$ cat src/csb_pkg.sv
// Package with constants and carrier types for the clock source and backup oscillator block.
package csb_pkg;

  // Clock rate of pclk in picoseconds per period.
  localparam int PCLK_PERIOD_PS = 5000;

  // Least stable time of the main oscillator line before a level is accepted.
  localparam int FILTER_NS = 20;
  localparam int FILTER_CYC_RAW = (FILTER_NS * 1000 + PCLK_PERIOD_PS - 1) / PCLK_PERIOD_PS;
  localparam int FILTER_CYC = (FILTER_CYC_RAW < 1) ? 1 : FILTER_CYC_RAW;

  // Time without a main oscillator edge after which the main oscillator counts as failed.
  localparam int MISS_NS = 1000;
  localparam int MISS_CYC_RAW = (MISS_NS * 1000 + PCLK_PERIOD_PS - 1) / PCLK_PERIOD_PS;
  localparam int MISS_CYC = (MISS_CYC_RAW < 1) ? 1 : MISS_CYC_RAW;

  // Period of the backup low frequency oscillator.
  localparam int BACKUP_PERIOD_NS = 2000;
  localparam int BACKUP_CYC_RAW = (BACKUP_PERIOD_NS * 1000) / PCLK_PERIOD_PS;
  localparam int BACKUP_CYC = (BACKUP_CYC_RAW < 1) ? 1 : BACKUP_CYC_RAW;

  // Least spacing of internal clock edges while the supply is low and the safeguard is on.
  localparam int LIMIT_NS = 250;
  localparam int LIMIT_CYC_RAW = (LIMIT_NS * 1000 + PCLK_PERIOD_PS - 1) / PCLK_PERIOD_PS;
  localparam int LIMIT_CYC = (LIMIT_CYC_RAW < 1) ? 1 : LIMIT_CYC_RAW;

  // Reset delay length in internal clock cycles, and good edges needed to call the main running.
  localparam int RESET_DELAY_CYCLES = 2048;
  localparam int MAIN_START_EDGES = 16;

  // Fixed divider ratios of the internal clock.
  localparam logic [3:0] DIV_PERIPH = 4'hc;
  localparam logic [3:0] DIV_CPU = 4'hd;
  localparam logic [3:0] DIV_ART_FAST = 4'h1;
  localparam logic [3:0] DIV_ART_SLOW = 4'h3;

  // Register indices; the byte address is four times the index.
  localparam logic [9:0] IDX_CONV_CTRL = 10'h0d1;
  localparam logic [9:0] IDX_CLK_CFG = 10'h0d2;
  localparam logic [9:0] IDX_CLK_STAT = 10'h0d3;

  // Reset values and field positions.
  localparam logic [7:0] CONV_CTRL_RESET = 8'h40;
  localparam logic [7:0] CLK_CFG_RESET = 8'h00;
  localparam int OSC_OFF_BIT = 2;
  localparam int CFG_ART_SLOW_BIT = 0;
  localparam int STAT_MAIN_OK_BIT = 0;
  localparam int STAT_BACKUP_ON_BIT = 1;
  localparam int STAT_ON_BACKUP_BIT = 2;
  localparam int STAT_POR_DONE_BIT = 3;
  localparam int STAT_OPTION_BIT = 4;
  localparam int STAT_LIMIT_BIT = 5;

  // APB request from the master.
  typedef struct packed {
    logic psel;
    logic penable;
    logic pwrite;
    logic [11:0] paddr;
    logic [31:0] pwdata;
  } csb_apb_req_t;

  // APB answer to the master.
  typedef struct packed {
    logic [31:0] prdata;
    logic pready;
    logic pslverr;
  } csb_apb_rsp_t;

  // One-cycle ticks of the derived clocks.
  typedef struct packed {
    logic int_tick;
    logic periph_tick;
    logic cpu_tick;
    logic art_tick;
  } csb_ticks_t;

endpackage : csb_pkg

$ cat src/csb_top.sv
// Clock source, safeguard, backup oscillator, reset delay and clock dividers with an APB slave.
//
// Register access over APB was decided locally.
`timescale 1ns/1ps
`default_nettype none

module csb_top
  import csb_pkg::*;
(
  input wire logic pclk,
  input wire logic presetn,
  input wire csb_apb_req_t apb_req,
  output csb_apb_rsp_t apb_rsp,
  input wire logic main_osc_in,
  input wire logic vdd_low,
  input wire logic safeguard_enable_option,
  output logic main_osc_enable,
  output logic backup_osc_on,
  output logic on_backup,
  output logic por_done,
  output logic [7:0] converter_ctrl,
  output csb_ticks_t ticks
);

  localparam int FW = $clog2(FILTER_CYC + 1);
  localparam int MW = $clog2(MISS_CYC + 1);
  localparam int BW = $clog2(BACKUP_CYC + 1);
  localparam int LW = $clog2(LIMIT_CYC + 1);
  localparam int SW = $clog2(MAIN_START_EDGES + 1);
  localparam int RW = $clog2(RESET_DELAY_CYCLES + 1);
  localparam logic [FW-1:0] FILTER_LAST = FW'(FILTER_CYC - 1);
  localparam logic [MW-1:0] MISS_LAST = MW'(MISS_CYC);
  localparam logic [BW-1:0] BACKUP_LAST = BW'(BACKUP_CYC - 1);
  localparam logic [LW-1:0] LIMIT_LAST = LW'(LIMIT_CYC);
  localparam logic [SW-1:0] START_LAST = SW'(MAIN_START_EDGES);
  localparam logic [RW-1:0] DELAY_LAST = RW'(RESET_DELAY_CYCLES);

  // All state of the block.
  typedef struct packed {
    logic osc_s1;
    logic osc_s2;
    logic vdd_s1;
    logic vdd_s2;
    logic opt_s1;
    logic opt_s2;
    logic [1:0] opt_wait;
    logic opt_taken;
    logic opt;
    logic osc_level;
    logic [FW-1:0] flt_cnt;
    logic [MW-1:0] miss_cnt;
    logic [LW-1:0] gap_cnt;
    logic [SW-1:0] start_cnt;
    logic main_ok;
    logic main_tick;
    logic backup_on;
    logic [BW-1:0] bk_cnt;
    logic backup_tick;
    logic [RW-1:0] delay_cnt;
    logic por_done;
    logic osc_en;
    logic [7:0] conv_ctrl;
    logic [7:0] clk_cfg;
    logic [31:0] prdata;
    logic pready;
    logic pslverr;
  } csb_top_st_t;

  csb_top_st_t st_r;
  csb_top_st_t st_nxt;

  logic int_tick;
  logic sel_backup;
  logic periph_tick;
  logic cpu_tick;
  logic art_tick;
  logic [3:0] art_ratio;
  logic osc_off_eff;
  logic limit_on;

  // Reads the register at a word index, with a hit flag in the top bit.
  function automatic logic [8:0] csb_read(input logic [9:0] idx, input csb_top_st_t s,
                                          input logic sel_bk);
    logic [7:0] stat;
    stat = 8'h00;
    stat[STAT_MAIN_OK_BIT] = s.main_ok;
    stat[STAT_BACKUP_ON_BIT] = s.backup_on;
    stat[STAT_ON_BACKUP_BIT] = sel_bk;
    stat[STAT_POR_DONE_BIT] = s.por_done;
    stat[STAT_OPTION_BIT] = s.opt;
    stat[STAT_LIMIT_BIT] = s.opt & s.vdd_s2;
    case (idx)
      IDX_CONV_CTRL: csb_read = {1'b1, s.conv_ctrl};
      IDX_CLK_CFG: csb_read = {1'b1, s.clk_cfg};
      IDX_CLK_STAT: csb_read = {1'b1, stat};
      default: csb_read = 9'h000;
    endcase
  endfunction : csb_read

  // The disable bit only acts when the safeguard option is strapped on.
  assign osc_off_eff = st_r.opt & st_r.conv_ctrl[OSC_OFF_BIT];
  assign limit_on = st_r.opt & st_r.vdd_s2;
  assign art_ratio = st_r.clk_cfg[CFG_ART_SLOW_BIT] ? DIV_ART_SLOW : DIV_ART_FAST;

  // Main combinational update of the whole block state.
  always_comb begin
    logic [8:0] rd;
    logic [9:0] idx;
    logic setup;
    logic access;
    logic edge_now;
    rd = 9'h000;
    edge_now = 1'b0;
    idx = apb_req.paddr[11:2];
    setup = apb_req.psel & ~apb_req.penable;
    access = apb_req.psel & apb_req.penable & st_r.pready;
    st_nxt = st_r;

    // Two-flop synchronisers for the pins and the strap.
    st_nxt.osc_s1 = main_osc_in;
    st_nxt.osc_s2 = st_r.osc_s1;
    st_nxt.vdd_s1 = vdd_low;
    st_nxt.vdd_s2 = st_r.vdd_s1;
    st_nxt.opt_s1 = safeguard_enable_option;
    st_nxt.opt_s2 = st_r.opt_s1;

    // The strap is caught once, after it has passed the synchroniser.
    if (!st_r.opt_taken) begin
      if (st_r.opt_wait == 2'h2) begin
        st_nxt.opt = st_r.opt_s2;
        st_nxt.opt_taken = 1'b1;
      end else begin
        st_nxt.opt_wait = st_r.opt_wait + 2'h1;
      end
    end

    // Spike filter: a new level counts only after it has stood long enough.
    if (!st_r.opt) begin
      st_nxt.osc_level = st_r.osc_s2;
      st_nxt.flt_cnt = '0;
    end else if (st_r.osc_s2 == st_r.osc_level) begin
      st_nxt.flt_cnt = '0;
    end else if (st_r.flt_cnt >= FILTER_LAST) begin
      st_nxt.osc_level = st_r.osc_s2;
      st_nxt.flt_cnt = '0;
    end else begin
      st_nxt.flt_cnt = st_r.flt_cnt + FW'(1);
    end

    // Rising edge of the accepted level.
    edge_now = st_nxt.osc_level & ~st_r.osc_level;

    // Missing edge watch; a disabled main counts as dead at once.
    if (edge_now && !osc_off_eff) begin
      st_nxt.miss_cnt = '0;
    end else if (osc_off_eff) begin
      st_nxt.miss_cnt = MISS_LAST;
    end else if (st_r.miss_cnt < MISS_LAST) begin
      st_nxt.miss_cnt = st_r.miss_cnt + MW'(1);
    end

    // Frequency cap: edges too close to the previous accepted one are dropped.
    st_nxt.main_tick = 1'b0;
    if (st_r.gap_cnt < LIMIT_LAST) begin
      st_nxt.gap_cnt = st_r.gap_cnt + LW'(1);
    end
    if (edge_now && !osc_off_eff) begin
      if (!limit_on || st_r.gap_cnt >= LIMIT_LAST) begin
        st_nxt.main_tick = 1'b1;
        st_nxt.gap_cnt = '0;
      end
    end

    // The main is running after enough good edges; only the safeguard watches for a failure.
    if (st_r.opt && st_r.miss_cnt >= MISS_LAST) begin
      st_nxt.start_cnt = '0;
      st_nxt.main_ok = 1'b0;
    end else if (st_nxt.main_tick && st_r.start_cnt < START_LAST) begin
      st_nxt.start_cnt = st_r.start_cnt + SW'(1);
    end else if (st_r.start_cnt >= START_LAST) begin
      st_nxt.main_ok = 1'b1;
    end

    // Backup runs only with the option strapped and only while the main is not running.
    st_nxt.backup_on = st_r.opt & st_r.opt_taken & ~st_r.main_ok;
    st_nxt.backup_tick = 1'b0;
    if (!st_r.backup_on) begin
      st_nxt.bk_cnt = '0;
    end else if (st_r.bk_cnt >= BACKUP_LAST) begin
      st_nxt.bk_cnt = '0;
      st_nxt.backup_tick = 1'b1;
    end else begin
      st_nxt.bk_cnt = st_r.bk_cnt + BW'(1);
    end

    // Reset delay counts internal clock edges, whichever source supplies them.
    if (int_tick && !st_r.por_done) begin
      if ((st_r.delay_cnt + RW'(1)) >= DELAY_LAST) begin
        st_nxt.por_done = 1'b1;
      end
      st_nxt.delay_cnt = st_r.delay_cnt + RW'(1);
    end

    // Main oscillator drive enable.
    st_nxt.osc_en = ~osc_off_eff;

    // APB slave: answer is prepared in the setup cycle, ready in the access cycle.
    st_nxt.pready = 1'b0;
    st_nxt.pslverr = 1'b0;
    if (setup) begin
      rd = csb_read(idx, st_r, sel_backup);
      st_nxt.pready = 1'b1;
      st_nxt.pslverr = ~rd[8];
      st_nxt.prdata = apb_req.pwrite ? 32'h00000000 : {24'h000000, rd[7:0]};
    end
    if (access && apb_req.pwrite) begin
      if (idx == IDX_CONV_CTRL) begin
        st_nxt.conv_ctrl = apb_req.pwdata[7:0];
      end else if (idx == IDX_CLK_CFG) begin
        st_nxt.clk_cfg = {7'h00, apb_req.pwdata[CFG_ART_SLOW_BIT]};
      end
    end
  end

  // Registers the block state.
  always_ff @(posedge pclk or negedge presetn) begin
    if (!presetn) begin
      st_r <= '0;
      st_r.conv_ctrl <= CONV_CTRL_RESET;
      st_r.clk_cfg <= CLK_CFG_RESET;
      st_r.osc_en <= 1'b1;
    end else begin
      st_r <= st_nxt;
    end
  end

  // Source selection; the whole system follows the selected stream unchanged.
  csb_clk_sel u_sel (
    .pclk(pclk),
    .presetn(presetn),
    .main_tick(st_r.main_tick),
    .backup_tick(st_r.backup_tick),
    .want_backup(~st_r.main_ok),
    .int_tick(int_tick),
    .on_backup(sel_backup)
  );

  // Divider for the timer, watchdog and converter.
  csb_div #(.W(4)) u_div_periph (
    .pclk(pclk),
    .presetn(presetn),
    .tick_in(int_tick),
    .ratio(DIV_PERIPH),
    .tick_out(periph_tick)
  );

  // Divider for the core and the serial interface.
  csb_div #(.W(4)) u_div_cpu (
    .pclk(pclk),
    .presetn(presetn),
    .tick_in(int_tick),
    .ratio(DIV_CPU),
    .tick_out(cpu_tick)
  );

  // Divider for the auto-reload timer.
  csb_div #(.W(4)) u_div_art (
    .pclk(pclk),
    .presetn(presetn),
    .tick_in(int_tick),
    .ratio(art_ratio),
    .tick_out(art_tick)
  );

  // Outputs come from flip-flops of this block or of its instances.
  assign apb_rsp.prdata = st_r.prdata;
  assign apb_rsp.pready = st_r.pready;
  assign apb_rsp.pslverr = st_r.pslverr;
  assign main_osc_enable = st_r.osc_en;
  assign backup_osc_on = st_r.backup_on;
  assign on_backup = sel_backup;
  assign por_done = st_r.por_done;
  assign converter_ctrl = st_r.conv_ctrl;
  assign ticks.int_tick = int_tick;
  assign ticks.periph_tick = periph_tick;
  assign ticks.cpu_tick = cpu_tick;
  assign ticks.art_tick = art_tick;

endmodule : csb_top
`default_nettype wire

$ cat src/csb_div.sv
// Tick divider that passes one input tick out of every ratio ticks.
`timescale 1ns/1ps
`default_nettype none
module csb_div
  import csb_pkg::*;
#(
  parameter int W = 4
) (
  input wire logic pclk,
  input wire logic presetn,
  input wire logic tick_in,
  input wire logic [W-1:0] ratio,
  output logic tick_out
);

  typedef struct packed {
    logic [W-1:0] cnt;
    logic out;
  } csb_div_st_t;

  csb_div_st_t st_r;
  csb_div_st_t st_nxt;

  // Refuse widths that cannot hold the largest fixed ratio.
  initial begin
    if (W < 4) begin
      $error("csb_div width too small");
    end
  end

  // Counts input ticks and emits a tick on the last one of each group.
  always_comb begin
    st_nxt = st_r;
    st_nxt.out = 1'b0;
    if (tick_in) begin
      if ((st_r.cnt + {{(W-1){1'b0}}, 1'b1}) >= ratio) begin
        st_nxt.cnt = '0;
        st_nxt.out = 1'b1;
      end else begin
        st_nxt.cnt = st_r.cnt + {{(W-1){1'b0}}, 1'b1};
      end
    end
  end

  // Registers the divider state.
  always_ff @(posedge pclk or negedge presetn) begin
    if (!presetn) begin
      st_r <= '0;
    end else begin
      st_r <= st_nxt;
    end
  end

  assign tick_out = st_r.out;

endmodule : csb_div
`default_nettype wire

$ cat src/csb_clk_sel.sv
// Glitch-free selector between the main and backup oscillator tick streams.
`timescale 1ns/1ps
`default_nettype none
module csb_clk_sel
  import csb_pkg::*;
(
  input wire logic pclk,
  input wire logic presetn,
  input wire logic main_tick,
  input wire logic backup_tick,
  input wire logic want_backup,
  output logic int_tick,
  output logic on_backup
);

  typedef struct packed {
    logic sel;
    logic tick;
  } csb_sel_st_t;

  csb_sel_st_t st_r;
  csb_sel_st_t st_nxt;

  // The source changes only in a cycle with no tick on either stream, so no pulse is cut.
  always_comb begin
    st_nxt = st_r;
    st_nxt.tick = st_r.sel ? backup_tick : main_tick;
    if ((want_backup != st_r.sel) && !main_tick && !backup_tick) begin
      st_nxt.sel = want_backup;
    end
  end

  // Registers the selector state; reset starts on the backup stream.
  always_ff @(posedge pclk or negedge presetn) begin
    if (!presetn) begin
      st_r <= '{sel: 1'b1, tick: 1'b0};
    end else begin
      st_r <= st_nxt;
    end
  end

  assign int_tick = st_r.tick;
  assign on_backup = st_r.sel;

endmodule : csb_clk_sel
`default_nettype wire

$ cat config.mk
export PLATFORM = sky130hd
export DESIGN_NAME = csb_top
export DESIGN_NICKNAME = d
export VERILOG_FILES = /design/src/csb_pkg.sv /design/src/csb_top.sv /design/src/csb_div.sv /design/src/csb_clk_sel.sv
export SDC_FILE = /design/constraint.sdc
export NUM_CORES = 1
export LEC_CHECK = 0
export BUFFER_PORTS_ARGS = -buffer_cell sky130_fd_sc_hd__buf_2
export CORE_ASPECT_RATIO = 2
export CORE_MARGIN = 4
export CORE_UTILIZATION = 35
export CTS_BUF_LIST = sky130_fd_sc_hd__clkbuf_4
export DETAILED_ROUTE_END_ITERATION = 16
export PLACE_DENSITY = 0.56
export SYNTH_ARGS = -nofsm -noshare
export SYNTH_HDL_FRONTEND = slang
export SYNTH_SLANG_ARGS = --single-unit
$ cat constraint.sdc
create_clock -name pclk -period 3.7 [get_ports pclk]
set_input_delay 0.185 -clock pclk [delete_from_list [all_inputs] [get_ports pclk]]
set_output_delay 0.185 -clock pclk [all_outputs]
set_load 0.005 [all_outputs]
# Word-level counts from Yosys, hierarchy flattened
# Cells that the tools add are included.
# Widths: inputs -> output; s select.
# totals
reg_bits,96
wordCells,140
input_bits,52
# classes
magnitude_cmp,12
mux,38
eq_ne,7
bitwise_logic,16
reduce_logical,22
addsub,10
# ops
cell,count
$mux 8,4
$eq 10x8->1 const B,3
$mux 9,3
$pmux 9 s3,1
$mux 6,4
$mux 4,4
$mux 1,15
$add 12x1->12 const B,1
$add 4x1->4 const B,3
$ge 12x12->1 const B,1
$reduce_and 2->1,5
$add 9x1->9 const B,1
$ge 9x9->1 const B,1
$add 8x1->8 const B,1
$and 1x1->1,8
$ge 4x4->1 const B,2
$ge 8x8->1 const B,1
$lt 8x8->1 const B,1
$mux 2,4
$not 1->1,8
$logic_and 1x1->1,7
$add 6x1->6 const B,1
$ge 6x6->1 const B,1
$lt 6x6->1 const B,1
18 further kinds,24

# Depth between registers and ports, before layout
# Gate-level depths: netlist of run 1.
# logic_depth
ltp_word,10
depth_mapped,6
mapped_depth_nobuf,6

# Modules after synthesis
# From an unflattened synthesis of run 1, not the netlist that was laid out.
# unflattened
hier_cells,469
area_unflattened_um2,5001.0
# modules_own_cells
mod,seq_area_each_um2,instances,cells_each,area_each_um2
csb_top,1979.4,1,365,3865.0
csb_div,125.1,3,33,352.8
csb_clk_sel,51.3,1,5,77.6

# Least setup slack after synthesis of run 1
# No wires, ideal clock.
# synth_path
path_type,register to register
startpoint,register st_r[96] in the netlist's numbering
endpoint,register st_r[99] in the netlist's numbering
slack_ns,2.052
t_required_ns,3.575
path_buffers,0
t_arrival_ns,1.523
path_stages_with_launch,6
setup_ns,0.125
path_cell_list,dfrtp_1 -> ha_1 -> ha_1 -> nor3b_2 -> and2_1 -> mux2_2
# synth_lines
item,line,text
from (decl),csb_top.sv:69,csb_top_st_t st_r;
from (signal assigned),csb_top.sv:233,st_r <= st_nxt;

# Worst setup path in the final report of run 1
# layout_path
startpoint,"register u_sel.st_r, in the netlist u_sel.int_tick"
endpoint,register st_r[63] in the netlist's numbering
# layout_between
elab_chain_cells,1
# layout_rtl
item,line,text
from (decl),csb_clk_sel.sv:21,csb_sel_st_t st_r;
from (signal assigned),csb_clk_sel.sv:36,"st_r <= '{sel: 1'b1, tick: 1'b0};"
from (signal assigned),csb_clk_sel.sv:38,st_r <= st_nxt;
$logic_and 1x1->1,csb_top.sv:197,if (int_tick && !st_r.por_done) begin
# Every way passes these cells.
# A chain may end at the register's enable or synchronous reset.

==> results.md, run 1 <==
- Outcome: completed
- Unrepaired setup endpoints after global routing: no
- Cell Area, Placed: around 0.005 mm2
- Combinational share of power: 0.162
- Initial DRC Count: about 110
- Post-cts resize count: 0
- Final WL: between 9000 and 10,000 um
- Worst VDD drop: around 160 uV
- H-tree lvl count: 3
- Clock Pin Slew Worst Setup and Hold Paths: around 0.15 ns
- Layout area overhead: 9.17%
- Routed wire per std cell: roughly 14 um
- Net count, final: ~570
- CP delay by family, top: flip-flops
- Fraction of layout cells with a size suffix above 1: 0.186
- Vias in the first global route: 3,340
- Slew Viols, Final: 0
- Number of buffers created by CTS: 9
- Worst Hold Class: input pin to flop
- Setup TNS: 0 ns
- Synth top area share: 0.487
- Top cells by count, synth: dfrtp_1, nand2_1, buf_4
- Slew @ Worst Pin: just over 0.9 ns
- Vias post-DR: about 3,300
- Synth unique cells: slightly above 60
- # rows: 60
- Critical Path AT: between 2 and 2.5 ns
- I/O Buffers: 51
- Most used routing layer: met2
- Grt met1 use: 0.134
- Synth area leader: dfrtp_1
- Critical Path Fanout Max: 19
- Met3 Track Usage GR: 0.0170
- Total placed cells including tap cells: 632
- Vias per cell: 4.93
- # setup viols final: 0
- Post-route DRC: 0
- Seq/Total Area, Yosys: 0.504
- Root buffer cell: clkbuf_4
- Yosys warns: 0
- Overflow after GRT: 0
- Clock insertion delay at the later pin of the skew report: roughly 0.46 ns
- Internal Power: approximately 1500 uW
- Drt pass-1 iters: 4
- Crit end category: flop
- RePlAce Congestion: 0.783
- Largest net degree at the start of global routing: 75
- CP max-delay cell: dfrtp_1
- First-pass GRT wire length: between 15,000 and 20,000 um
- Die Wd: between 90 and 100 um
- Rel. slew slack: 0.378
- Number of flops mapped to enable cells by yosys: 0
- Synth Register Bits: 96
- Initial antenna violation count: 1
- # clock sinks: 96
- Fin worst setup slack: ~1.7 ns
- Static Leakage: 0.00250 uW
- CP Launch Type: flop
- CTS tree: done
- FFs w/ async S/R, synth: 1.00
- Period Utilization, post-route: 0.553
- Non-Filler Instances: approximately 660
- Clock skew: about 0.016 ns
- Grt met2 use: 0.241
- P_sw: 680 uW
- Critical path, cell by cell: inv_1 > nor4_1 > nand4_1 > xnor2_1
- Dpl ws: approximately 1.6 ns
- Initial Utilization: 0.355
- Post-Syn Area per Cell: between 10 and 15 um2
- Sum of buffers and inverters on the critical path: 1
- Mapped cell area: about 0.0048 mm2
- Total GRT Usage: 0.126
- I/O pins: between 100 and 150
- Synth Flop Type: dfrtp_1
- Core box area: about 0.013 mm2
- Pwr/cell area: between 400 and 500 mW/mm2
- Post-route minimum period: roughly 2.0 ns
- DP Wirelength: around 6900 um
- Critical Path RT: about 4 ns
- Final hold vios: 0
- Routed Antenna Nets: 0
- Max-cap violations: 0
- Most frequent cell after synthesis: dfrtp_1
- Net Sw Frac: 0.307
- Total die area: 0.0157 mm2
- CTS max path bufs: 2
- Flop pwr share: 0.582
- Power share of the clock group: 0.256
- Gate Count Post-Synth: about 460
- Die H: about 170 um
- Critical Path Max Stage Delay: 0.74 ns
- Design area: 0.00521 mm2
- Finished Core Util: 0.388
- Fmax: 489 MHz
- Kind of critical path: flop to flop
- Largest cells by area after synthesis: dfrtp_1, buf_4, nand2_1
## final timing paths
kind	endpoint	cells after the start	slack, ns	start
worst max-delay path	st_r[63]	4	1.66	u_sel.int_tick
worst min-delay path	apb_rsp[0]	4	0.03	apb_req[34]
worst max register to register	st_r[63]	4	1.66	u_sel.int_tick
worst min register to register	st_r[106]	0	0.37	st_nxt[106]
max in group asynchronous	converter_ctrl[6]	3	2.37	presetn
min in group asynchronous	st_r[90]	2	0.38	presetn
## registers in the layout (all words and copies together), names as in the netlist, 3 cells and up
register / flops
u_div_art.st_r: 4
u_div_cpu.st_r: 4
apb_rsp: 10
st_nxt: 3
u_div_periph.st_r: 4
st_r: 55
converter_ctrl: 8
## metrics by stage
step	total power [uW]	hold slack, ns
floorplan	1560	-0.111
global placement	1650	0.297
detailed placement	1670	0.296
CTS	2250	0.0130
global route	2360	0.0265
finish	2220	0.0272
## kinds of logic after synthesis
| kind of cell | count (synthesis) | synth area share |
|---|---|---|
| AO/OA/AOI/OAI | 70 | 0.0972 |
| AND/OR/NAND/NOR | 153 | 0.168 |
| XOR/XNOR | 30 | 0.0550 |
| adder cells (fa/ha/maj) | 14 | 0.0367 |
| buffers and inverters | 72 | 0.0936 |
| other | 1 | 0.000785 |
| flip-flops | 96 | 0.504 |
| multiplexers | 20 | 0.0451 |
## worst reg2reg max path: stages (launching register included)
cell and delay [ns]:
dfrtp_1 0.74, inv_1 0.35, nor4_1 0.56, nand4_1 0.18, xnor2_1 0.15
## repair_timing
action | in CTS | in global routing
buffers inserted | 0 | 0
endpoints found under the hold margin | 84 | 0
hold buffers | 13 | 0
## cell usage in the layout, fill, tap and decap left out, types with 3 or more instances in the layout
cell type      synthesis  layout
xor2_1                15      15
mux2i_1                8       8
nand2_1               51      51
dfstp_2                3       3
a31oi_1                5       5
a21oi_1               13      13
o211ai_1               3       3
nor2b_1                7       7
nand2b_1               6       6
and2_1                 6       6
conb_1                 1      24
ha_1                  14      14
mux2_2                12      12
xnor2_1               15      15
o22ai_1                3       3
nand4_1                6       6
buf_2                  1      50
dlygate4sd3_1          0      13
nor2_1                33      33
nor3_4                 3       3
nor3_1                 6       6
and3_1                 7       7
nand3_1               12      12
dfrtp_1               93      93
clkbuf_4               0       9
o21ai_0               20      20
inv_1                 18      18
o31ai_1                4       4
## metal layers
layer	share of wire	vias to the layer above
li1	-	1590
met1	0.39	1614
met2	0.57	48
met3	0.024	12
met4	0.021	0
met5	0	-
## area by class of cell
| class | instances | area [um2] |
|---|---|---|
| Fill cell | 1330 | 8230 |
| Timing Repair Buffer | 65 | 395 |
| Tap cell | 155 | 194 |
| Antenna cell | 1 | 2.50 |
| Clock inverter | 7 | 71.3 |
| Sequential cell | 96 | 2410 |
| Inverter | 18 | 67.6 |
| Clock buffer | 9 | 67.6 |
| Multi-Input combinational cell | 311 | 2010 |
## power groups by stage
stage | combinational (uW) | clock, uW | sequential, uW
finish | 358 | 567 | 1290
global route | 417 | 624 | 1320
CTS | 366 | 592 | 1290
detailed placement | 352 | 0 | 1320
global placement | 335 | 0 | 1310
floorplan | 281 | 0 | 1270
No activity file was read; power rests on OpenSTA's default activity.
==> inputs of run 2 (changes only) <==
Settings changed: ABC_AREA from default to 1, PLACE_DENSITY 0.56 to 0.58.
Clock period 3.7 ns to 1.7 ns, I/O delays scaled along.
==> run 2 against run 1 <==
Area after synthesis increased by 3.6%. Die area increased by 3.3%. Sequential share of layout area decreased by 3.7 points. Critical path depth increased by 7. First-iteration DRC count increased by 71%. Power increased by 120%. Register-to-register slack got worse by 1.5 ns. Wire length increased by 8.6%. Synthesized cell count increased by 25%. Setup slack got worse by 1.5 ns. Clock skew decreased by 0.0054 ns. Critical path type unchanged. Largest cell class unchanged. Largest power group unchanged.
==> results.md, run 2 <==
- Outcome: completed
- Post-route minimum period: 1.59 ns (-0.455 ns)
- Overflow after GRT: 0 (unchanged)
- # setup viols final: 0 (unchanged)
- Final WL: 10,200 um (+8.6%)
- H-tree lvl count: 3 (unchanged)
- # diodes: 0 (-1)
- Initial DRC Count: 191 (+71%)
- Worst Hold Class: input pin to flop
- Static Leakage: 0.00294 uW (+18%)
- Largest net degree at the start of global routing: 42 (-44%)
- Crit end category: flop
- Pwr Total: 4850 uW (+120%)
- Most common cell after layout, fill and taps aside: nand2_1
- Routed wire per std cell: 12.3 um (-13%)
- Max reg flops: 55 (unchanged)
- Critical Path Fanout Max: 4 (-15)
- Unrepaired setup endpoints after global routing: no
- Critical Path RT: 2.10 ns (-1.97 ns)
- Synth area leader: dfrtp_1
- Number of flops mapped to enable cells by yosys: 0 (unchanged)
- Yosys warns: 0 (unchanged)
- Net count, final: 702 (+24%)
- Pwr/cell area: 855 mW/mm2 (+100%)
- Number of buffers created by CTS: 9 (unchanged)
- CTS max path bufs: 2 (unchanged)
- Met3 wire len: 302 um (+32%)
- Die H: 176 um (+1.7%)
- Post-Syn Area per Cell: 8.67 um2 (-17%)
- Largest cells by area after synthesis: dfrtp_1, nand2_1, buf_4
- Initial Utilization: 0.356 (+0.000665)
- Vias per cell: 4.48 (-9.1%)
- Setup TNS: 0 ns (unchanged)
- Worst VDD drop: 393 uV (+150%)
- Synth unique cells: 39 (-36%)
- Max-cap violations: 0 (unchanged)
- Most frequent cells in the layout: nand2_1, dfrtp_1, inv_1
- Fillers: 1,420 (+6.8%)
- # clock sinks: 96 (unchanged)
- RePlAce Congestion: 0.760 (-2.9%)
- DP Wirelength: 7960 um (+15%)
- FFs w/ async S/R, synth: 1.00 (unchanged)
- Clock skew: 0.0105 ns (-0.00535 ns)
- I/O Buffers: 51 (unchanged)
- Critical Path AT: 1.99 ns (-0.42 ns)
- I/O pins: 102 (unchanged)
- Register area: 0.00241 mm2 (unchanged)
- Area of the multi-input gates: 0.00206 mm2 (+2.7%)
- Mapped cell area: 0.00494 mm2 (+3.6%)
- Wl on met1: 4190 um (+15%)
- Vias post-DR: 3,721 (+14%)
- Fraction of layout cells with a size suffix above 1: 0.189 (+0.00300)
- Drt pass-1 iters: 5 (+1)
- First-pass GRT wire length: 17,800 um (+11%)
- Core box area: 0.0139 mm2 (+3.4%)
- Post-route DRC: 0 (unchanged)
- Synth Flop Type: dfrtp_1
- Fmax: 629 MHz (+29%)
- Period Utilization, post-route: 0.935 (+0.383)
- Gate Count Post-Synth: 570 (+25%)
- Final hold vios: 0 (unchanged)
- Kind of critical path: flop to flop
- Layout area overhead: 14.6%
- Initial antenna violation count: 0 (-1)
- Largest Register: st_r
- Root buffer cell: clkbuf_4
- Top Metal Used: met4
- CTS tree: done
- Vias in the first global route: 3,960 (+19%)
- Die Wd: 92.0 um (+1.6%)
- Seq/Total Area, Yosys: 0.487 (-0.0173)
- Clock insertion delay at the later pin of the skew report: 0.45 ns (about the same)
- CP Launch Type: flop
- Clock Pin Slew Worst Setup and Hold Paths: 0.14 ns (about the same)
- Total GRT Usage: 0.137 (+0.0108)
- Finished Core Util: 0.408 (+0.0200)
- Slew Viols, Final: 0 (unchanged)
- # rows: 61 (+1.7%)
- Routed Antenna Nets: 0 (unchanged)
- Synth Register Bits: 96 (unchanged)
- Most frequent cell after synthesis: nand2_1
- Top cells by count, synth: nand2_1, dfrtp_1, inv_1
- Synth top area share: 0.471 (-0.0168)
- Met2 WL: 5540 um (+3.5%)
- Total die area: 0.0162 mm2 (+3.3%)
- Worst reg-to-reg setup slack: 0.11 ns (-1.55 ns)
==> run 2: cell types whose count changed after synthesis, sizes merged, moves of 8 or more <==
cell / previous run / this run
nand2: 51 / 127
inv: 18 / 69
nor2: 33 / 68
nand3: 12 / 39
mux2: 12 / 0
o21ai: 20 / 31
mux2i: 8 / 0
xnor2: 15 / 7
==> run 2: logic make-up after synthesis <==
family | after synthesis | synth area share
AND/OR/NAND/NOR | 266 | 0.242
other | 1 | 0.000758
XOR/XNOR | 26 | 0.0461
adder cells (fa/ha/maj) | 14 | 0.0354
flip-flops | 96 | 0.487
buffers and inverters | 119 | 0.128
AO/OA/AOI/OAI | 48 | 0.0605
==> run 2: layout make-up <==
type / instances / area share
sequential: 96 / 0.425
multi-input combinational: 378 / 0.364
timing repair buffer: 82 / 0.0965
inverter: 69 / 0.0457
tap: 189 / 0.0417
clock inverter: 7 / 0.0152
clock buffer: 9 / 0.0119
==> run 2: metrics by stage <==
stage	area [um2]	instances	hold WS, ns	worst slack, ns
final	5670	830	0.0382	0.110
after global routing	5670	830	0.0500	0.00216
after CTS	5600	829	0.00715	0.0342
after detailed placement	5270	797	0.0530	-0.207
after global placement	5270	797	0.0501	-0.0559
after floorplan	5030	593	-0.211	0.175
==> run 2: worst max-delay path, stage by stage (launching register included) <==
cell and delay (ns):
dfrtp_1 0.42, ha_2 0.20, ha_4 0.15, inv_2 0.05, buf_4 0.10, nand2_2 0.06
o21bai_4 0.18, buf_6 0.13, nor2_4 0.04, nand3_4 0.07, nand3_2 0.07, nand2_1 0.08
==> run 2: final timing paths <==
| kind | cells after the start | to | start |
|---|---|---|---|
| max | 11 | st_r[79] | st_r[97] |
| min | 4 | apb_rsp[0] | apb_req[46] |
| max reg2reg | 11 | st_r[79] | st_r[97] |
| min reg2reg | 0 | st_r[104] | st_nxt[104] |
| max in group asynchronous | 3 | converter_ctrl[6] | presetn |
| min in group asynchronous | 2 | st_r[59] | presetn |
==> run 2: power breakdown <==
group / internal [uW] / switching [uW]
clock: 584 / 747
combinational: 352 / 457
sequential: 2490 / 211
==> run 2: metal layers <==
metal / vias to the layer above / global-route usage
met5: - / 0
met4: 0 / 0.0596
met3: 15 / 0.0136
met2: 70 / 0.259
met1: 1769 / 0.153
li1: 1867 / -
==> run 2: timing repair <==
action	CTS	global route
pin swaps	1	5
setup endpoints to repair	16	16
gates resized for setup	6	12
hold buffers	16	0
endpoints found under the hold margin	110	0
setup buffers	0	1
==> inputs of run 3 (changes only) <==
Settings changed: CORE_ASPECT_RATIO 2 to 0.5, SLEW_MARGIN from default to 20.
==> run 3 against run 2 <==
First-iteration DRC count shrank 23%. Non-clock buffer count up 8. Setup slack got worse by 0.043 ns. Power fell by 4.5%. Critical path depth down 2. Largest power group unchanged. Count of clock-buffer cells in the layout did not move. Clock skew increased by 0.0097 ns.
==> results.md, run 3 (synthesized netlist as in run 2, its figures left out) <==
- I/O Buffers: 51 (unchanged)
- Overflow after GRT: 0 (unchanged)
- Vias post-DR: 3,645 (-2.0%)
- Static Leakage: 0.00297 uW (+0.91%)
- WHS Path Cells: 4 (unchanged)
- Initial DRC Count: 148 (-23%)
- H-tree lvl count: 3 (unchanged)
- Outcome: completed
- Capture point of the worst reg-to-reg path: st_r[93]
- Top Metal Used: met4
- CP delay by family, top: flip-flops
- Vias in the first global route: 3,569 (-9.9%)
- Wl on met1: 4190 um (unchanged)
- Pwr/cell area: 806 mW/mm2 (-5.8%)
- DP Wirelength: 6750 um (-15%)
- Worst Hold Class: input pin to flop
- Post-route minimum period: 1.63 ns (+0.0434 ns)
- Routed wire per std cell: 11.2 um (-9.0%)
- Drt pass-1 iters: 4 (-1)
- Largest Register: st_r
- Cell repeated most along the worst path: nand2_4
- Slew Viols, Final: 0 (unchanged)
- Initial antenna violation count: 0 (unchanged)
- Rel. slew slack: 0.671
- Net count, final: 710 (+1.1%)
- Setup TNS: 0 ns (unchanged)
- Most frequent cells in the layout: nand2_1, dfrtp_1, inv_1
- RePlAce Congestion: 0.816 (+7.4%)
- Worst VDD drop: 360 uV (-8.6%)
- First-pass GRT wire length: 16,400 um (-8.0%)
- CP Launch Type: flop
- Crit end category: flop
- Sum of buffers and inverters on the critical path: 3 (unchanged)
- Largest net degree at the start of global routing: 51 (+21%)
- Final hold vios: 0 (unchanged)
- Critical path, cell by cell: ha_2 > ha_4 > inv_4 > buf_6 > nand2_4 > o21bai_4 > nand2_4 > buf_12 > nor3_1
- Die H: 92.0 um (-48%)
- Fmax: 612 MHz (-2.7%)
- Routed Antenna Nets: 0 (unchanged)
- Max reg flops: 55 (unchanged)
- Met2 WL: 4680 um (-15%)
- # rows: 30 (-51%)
- Fraction of layout cells with a size suffix above 1: 0.197 (+0.00846)
- Period Utilization, post-route: 0.961 (+0.0255)
- Total die area: 0.0162 mm2 (unchanged)
- Critical Path Fanout Max: 4 (unchanged)
- Critical R2R Launch: st_r[97]
- # diodes: 0 (unchanged)
- Critical Path Max Stage Delay: 0.42 ns (about the same)
- Clock Pin Slew Worst Setup and Hold Paths: 0.15 ns (about the same)
- Vias per cell: 4.33 (-3.3%)
- Non-Filler Instances: 841 (+1.3%)
- # clock sinks: 96 (unchanged)
- Post-route DRC: 0 (unchanged)
- Clock insertion delay at the later pin of the skew report: 0.46 ns (about the same)
- Most common cell after layout, fill and taps aside: nand2_1
- CTS max path bufs: 2 (unchanged)
- Final WL: 9420 um (-7.8%)
- Initial Utilization: 0.361 (+0.00494)
- Total placed cells including tap cells: 802 (+0.63%)
- CP max-delay cell: dfrtp_1
- Kind of critical path: flop to flop
- R2R cell count: 9 (-2)
- Slew @ Worst Pin: between 0.4 and 0.5 ns
- Finished Core Util: 0.419 (+0.0113)
- Clock skew: 0.0201 ns (+0.00969 ns)
- Total GRT Usage: 0.123 (-0.0141)
- Worst reg-to-reg setup slack: 0.07 ns (-0.04 ns)
- CTS tree: done
- Max-cap violations: 0 (unchanged)
- Hold path startpoint: apb_req[46]
- Critical Path RT: 2.08 ns (-0.02 ns)
- Die Wd: 176 um (+91%)
- # setup viols final: 0 (unchanged)
- Worst Hold Path EP: apb_rsp[0]
- Layout area overhead: 16.1%
- Root buffer cell: clkbuf_4
- Core box area: 0.0137 mm2 (-1.4%)
- Met3 wire len: 380 um (+26%)
- Number of buffers created by CTS: 9 (unchanged)
- Critical Path AT: 2.01 ns (+0.02 ns)
- I/O pins: 102 (unchanged)
==> run 3: cell count changes in the layout (fill, tap and decap cells not counted), moves of 2 or more <==
cell / before / now
clkinvlp_4: 1 / 4
clkinv_2: 3 / 0
nand3_2: 2 / 5
nand2_2: 6 / 4
buf_12: 1 / 3
nand3_1: 36 / 33
bufinv_16: 2 / 0
buf_4: 14 / 17
dlygate4sd3_1: 16 / 18
==> run 3: what timing repair did <==
action,in CTS,in global routing
pin swaps,0,6
hold endpoints to repair,111,0
hold buffers,18,0
setup buffers,0,5
gates cloned,0,0
endpoints found under the setup margin,16,15
gates resized for setup,4,20
==> run 3: layout make-up <==
cell class                 instances  area (um2)
multi-input combinational        378        2080
clock inverter                     7        46.3
fill                            1378        7960
sequential                        96        2410
clock buffer                       9        67.6
tap                              192         240
inverter                          69         262
timing repair buffer              90         641
==> run 3: worst max path at each step <==
| stage | to | depth (start not counted) | start | slack [ns] |
|---|---|---|---|---|
| floorplan | st_r[91] | 8 | st_r[96] | 0.17 |
| global placement | st_r[81] | 8 | st_r[96] | -0.12 |
| detailed placement | st_r[80] | 8 | st_r[97] | -0.17 |
| CTS | st_r[91] | 9 | st_r[96] | 0.002 |
| global route | st_r[91] | 10 | st_r[97] | -0.02 |
| finish | st_r[93] | 9 | st_r[97] | 0.07 |
==> run 3: worst min-delay path, stage by stage <==
cell,delay (ns)
buf_2,0.10
inv_1,0.04
nor2_1,0.08
and2_1,0.17
==> run 3: metal layers <==
layer / global-route usage / vias to the layer above
met5: 0 / -
li1: - / 1873
met2: 0.212 / 70
met1: 0.150 / 1686
met3: 0.0334 / 16
met4: 0.0409 / 0
==> run 3: through the flow <==
| step | total power, uW | hold slack, ns | worst slack, ns | instance area [um2] |
|---|---|---|---|---|
| 3_5_place_dp | 3510 | 0.0599 | -0.166 | 5290 |
| 6_report | 4630 | 0.0558 | 0.0667 | 5740 |
| 4_1_cts | 4640 | 0.00844 | 0.00173 | 5600 |
| 2_1_floorplan | 3260 | -0.211 | 0.175 | 5030 |
| 5_1_grt | 4970 | 0.0213 | -0.0198 | 5740 |
| 3_3_place_gp | 3470 | 0.0603 | -0.122 | 5290 |
==> run 3: where the power goes <==
group / total, uW / switching [uW] / internal, uW / leakage [uW]
registers: 2710 / 211 / 2500 / 0.00127
clock network: 1080 / 790 / 295 / 0.0000497
logic: 836 / 452 / 383 / 0.00165
total: 4630 / 1450 / 3170 / 0.00297
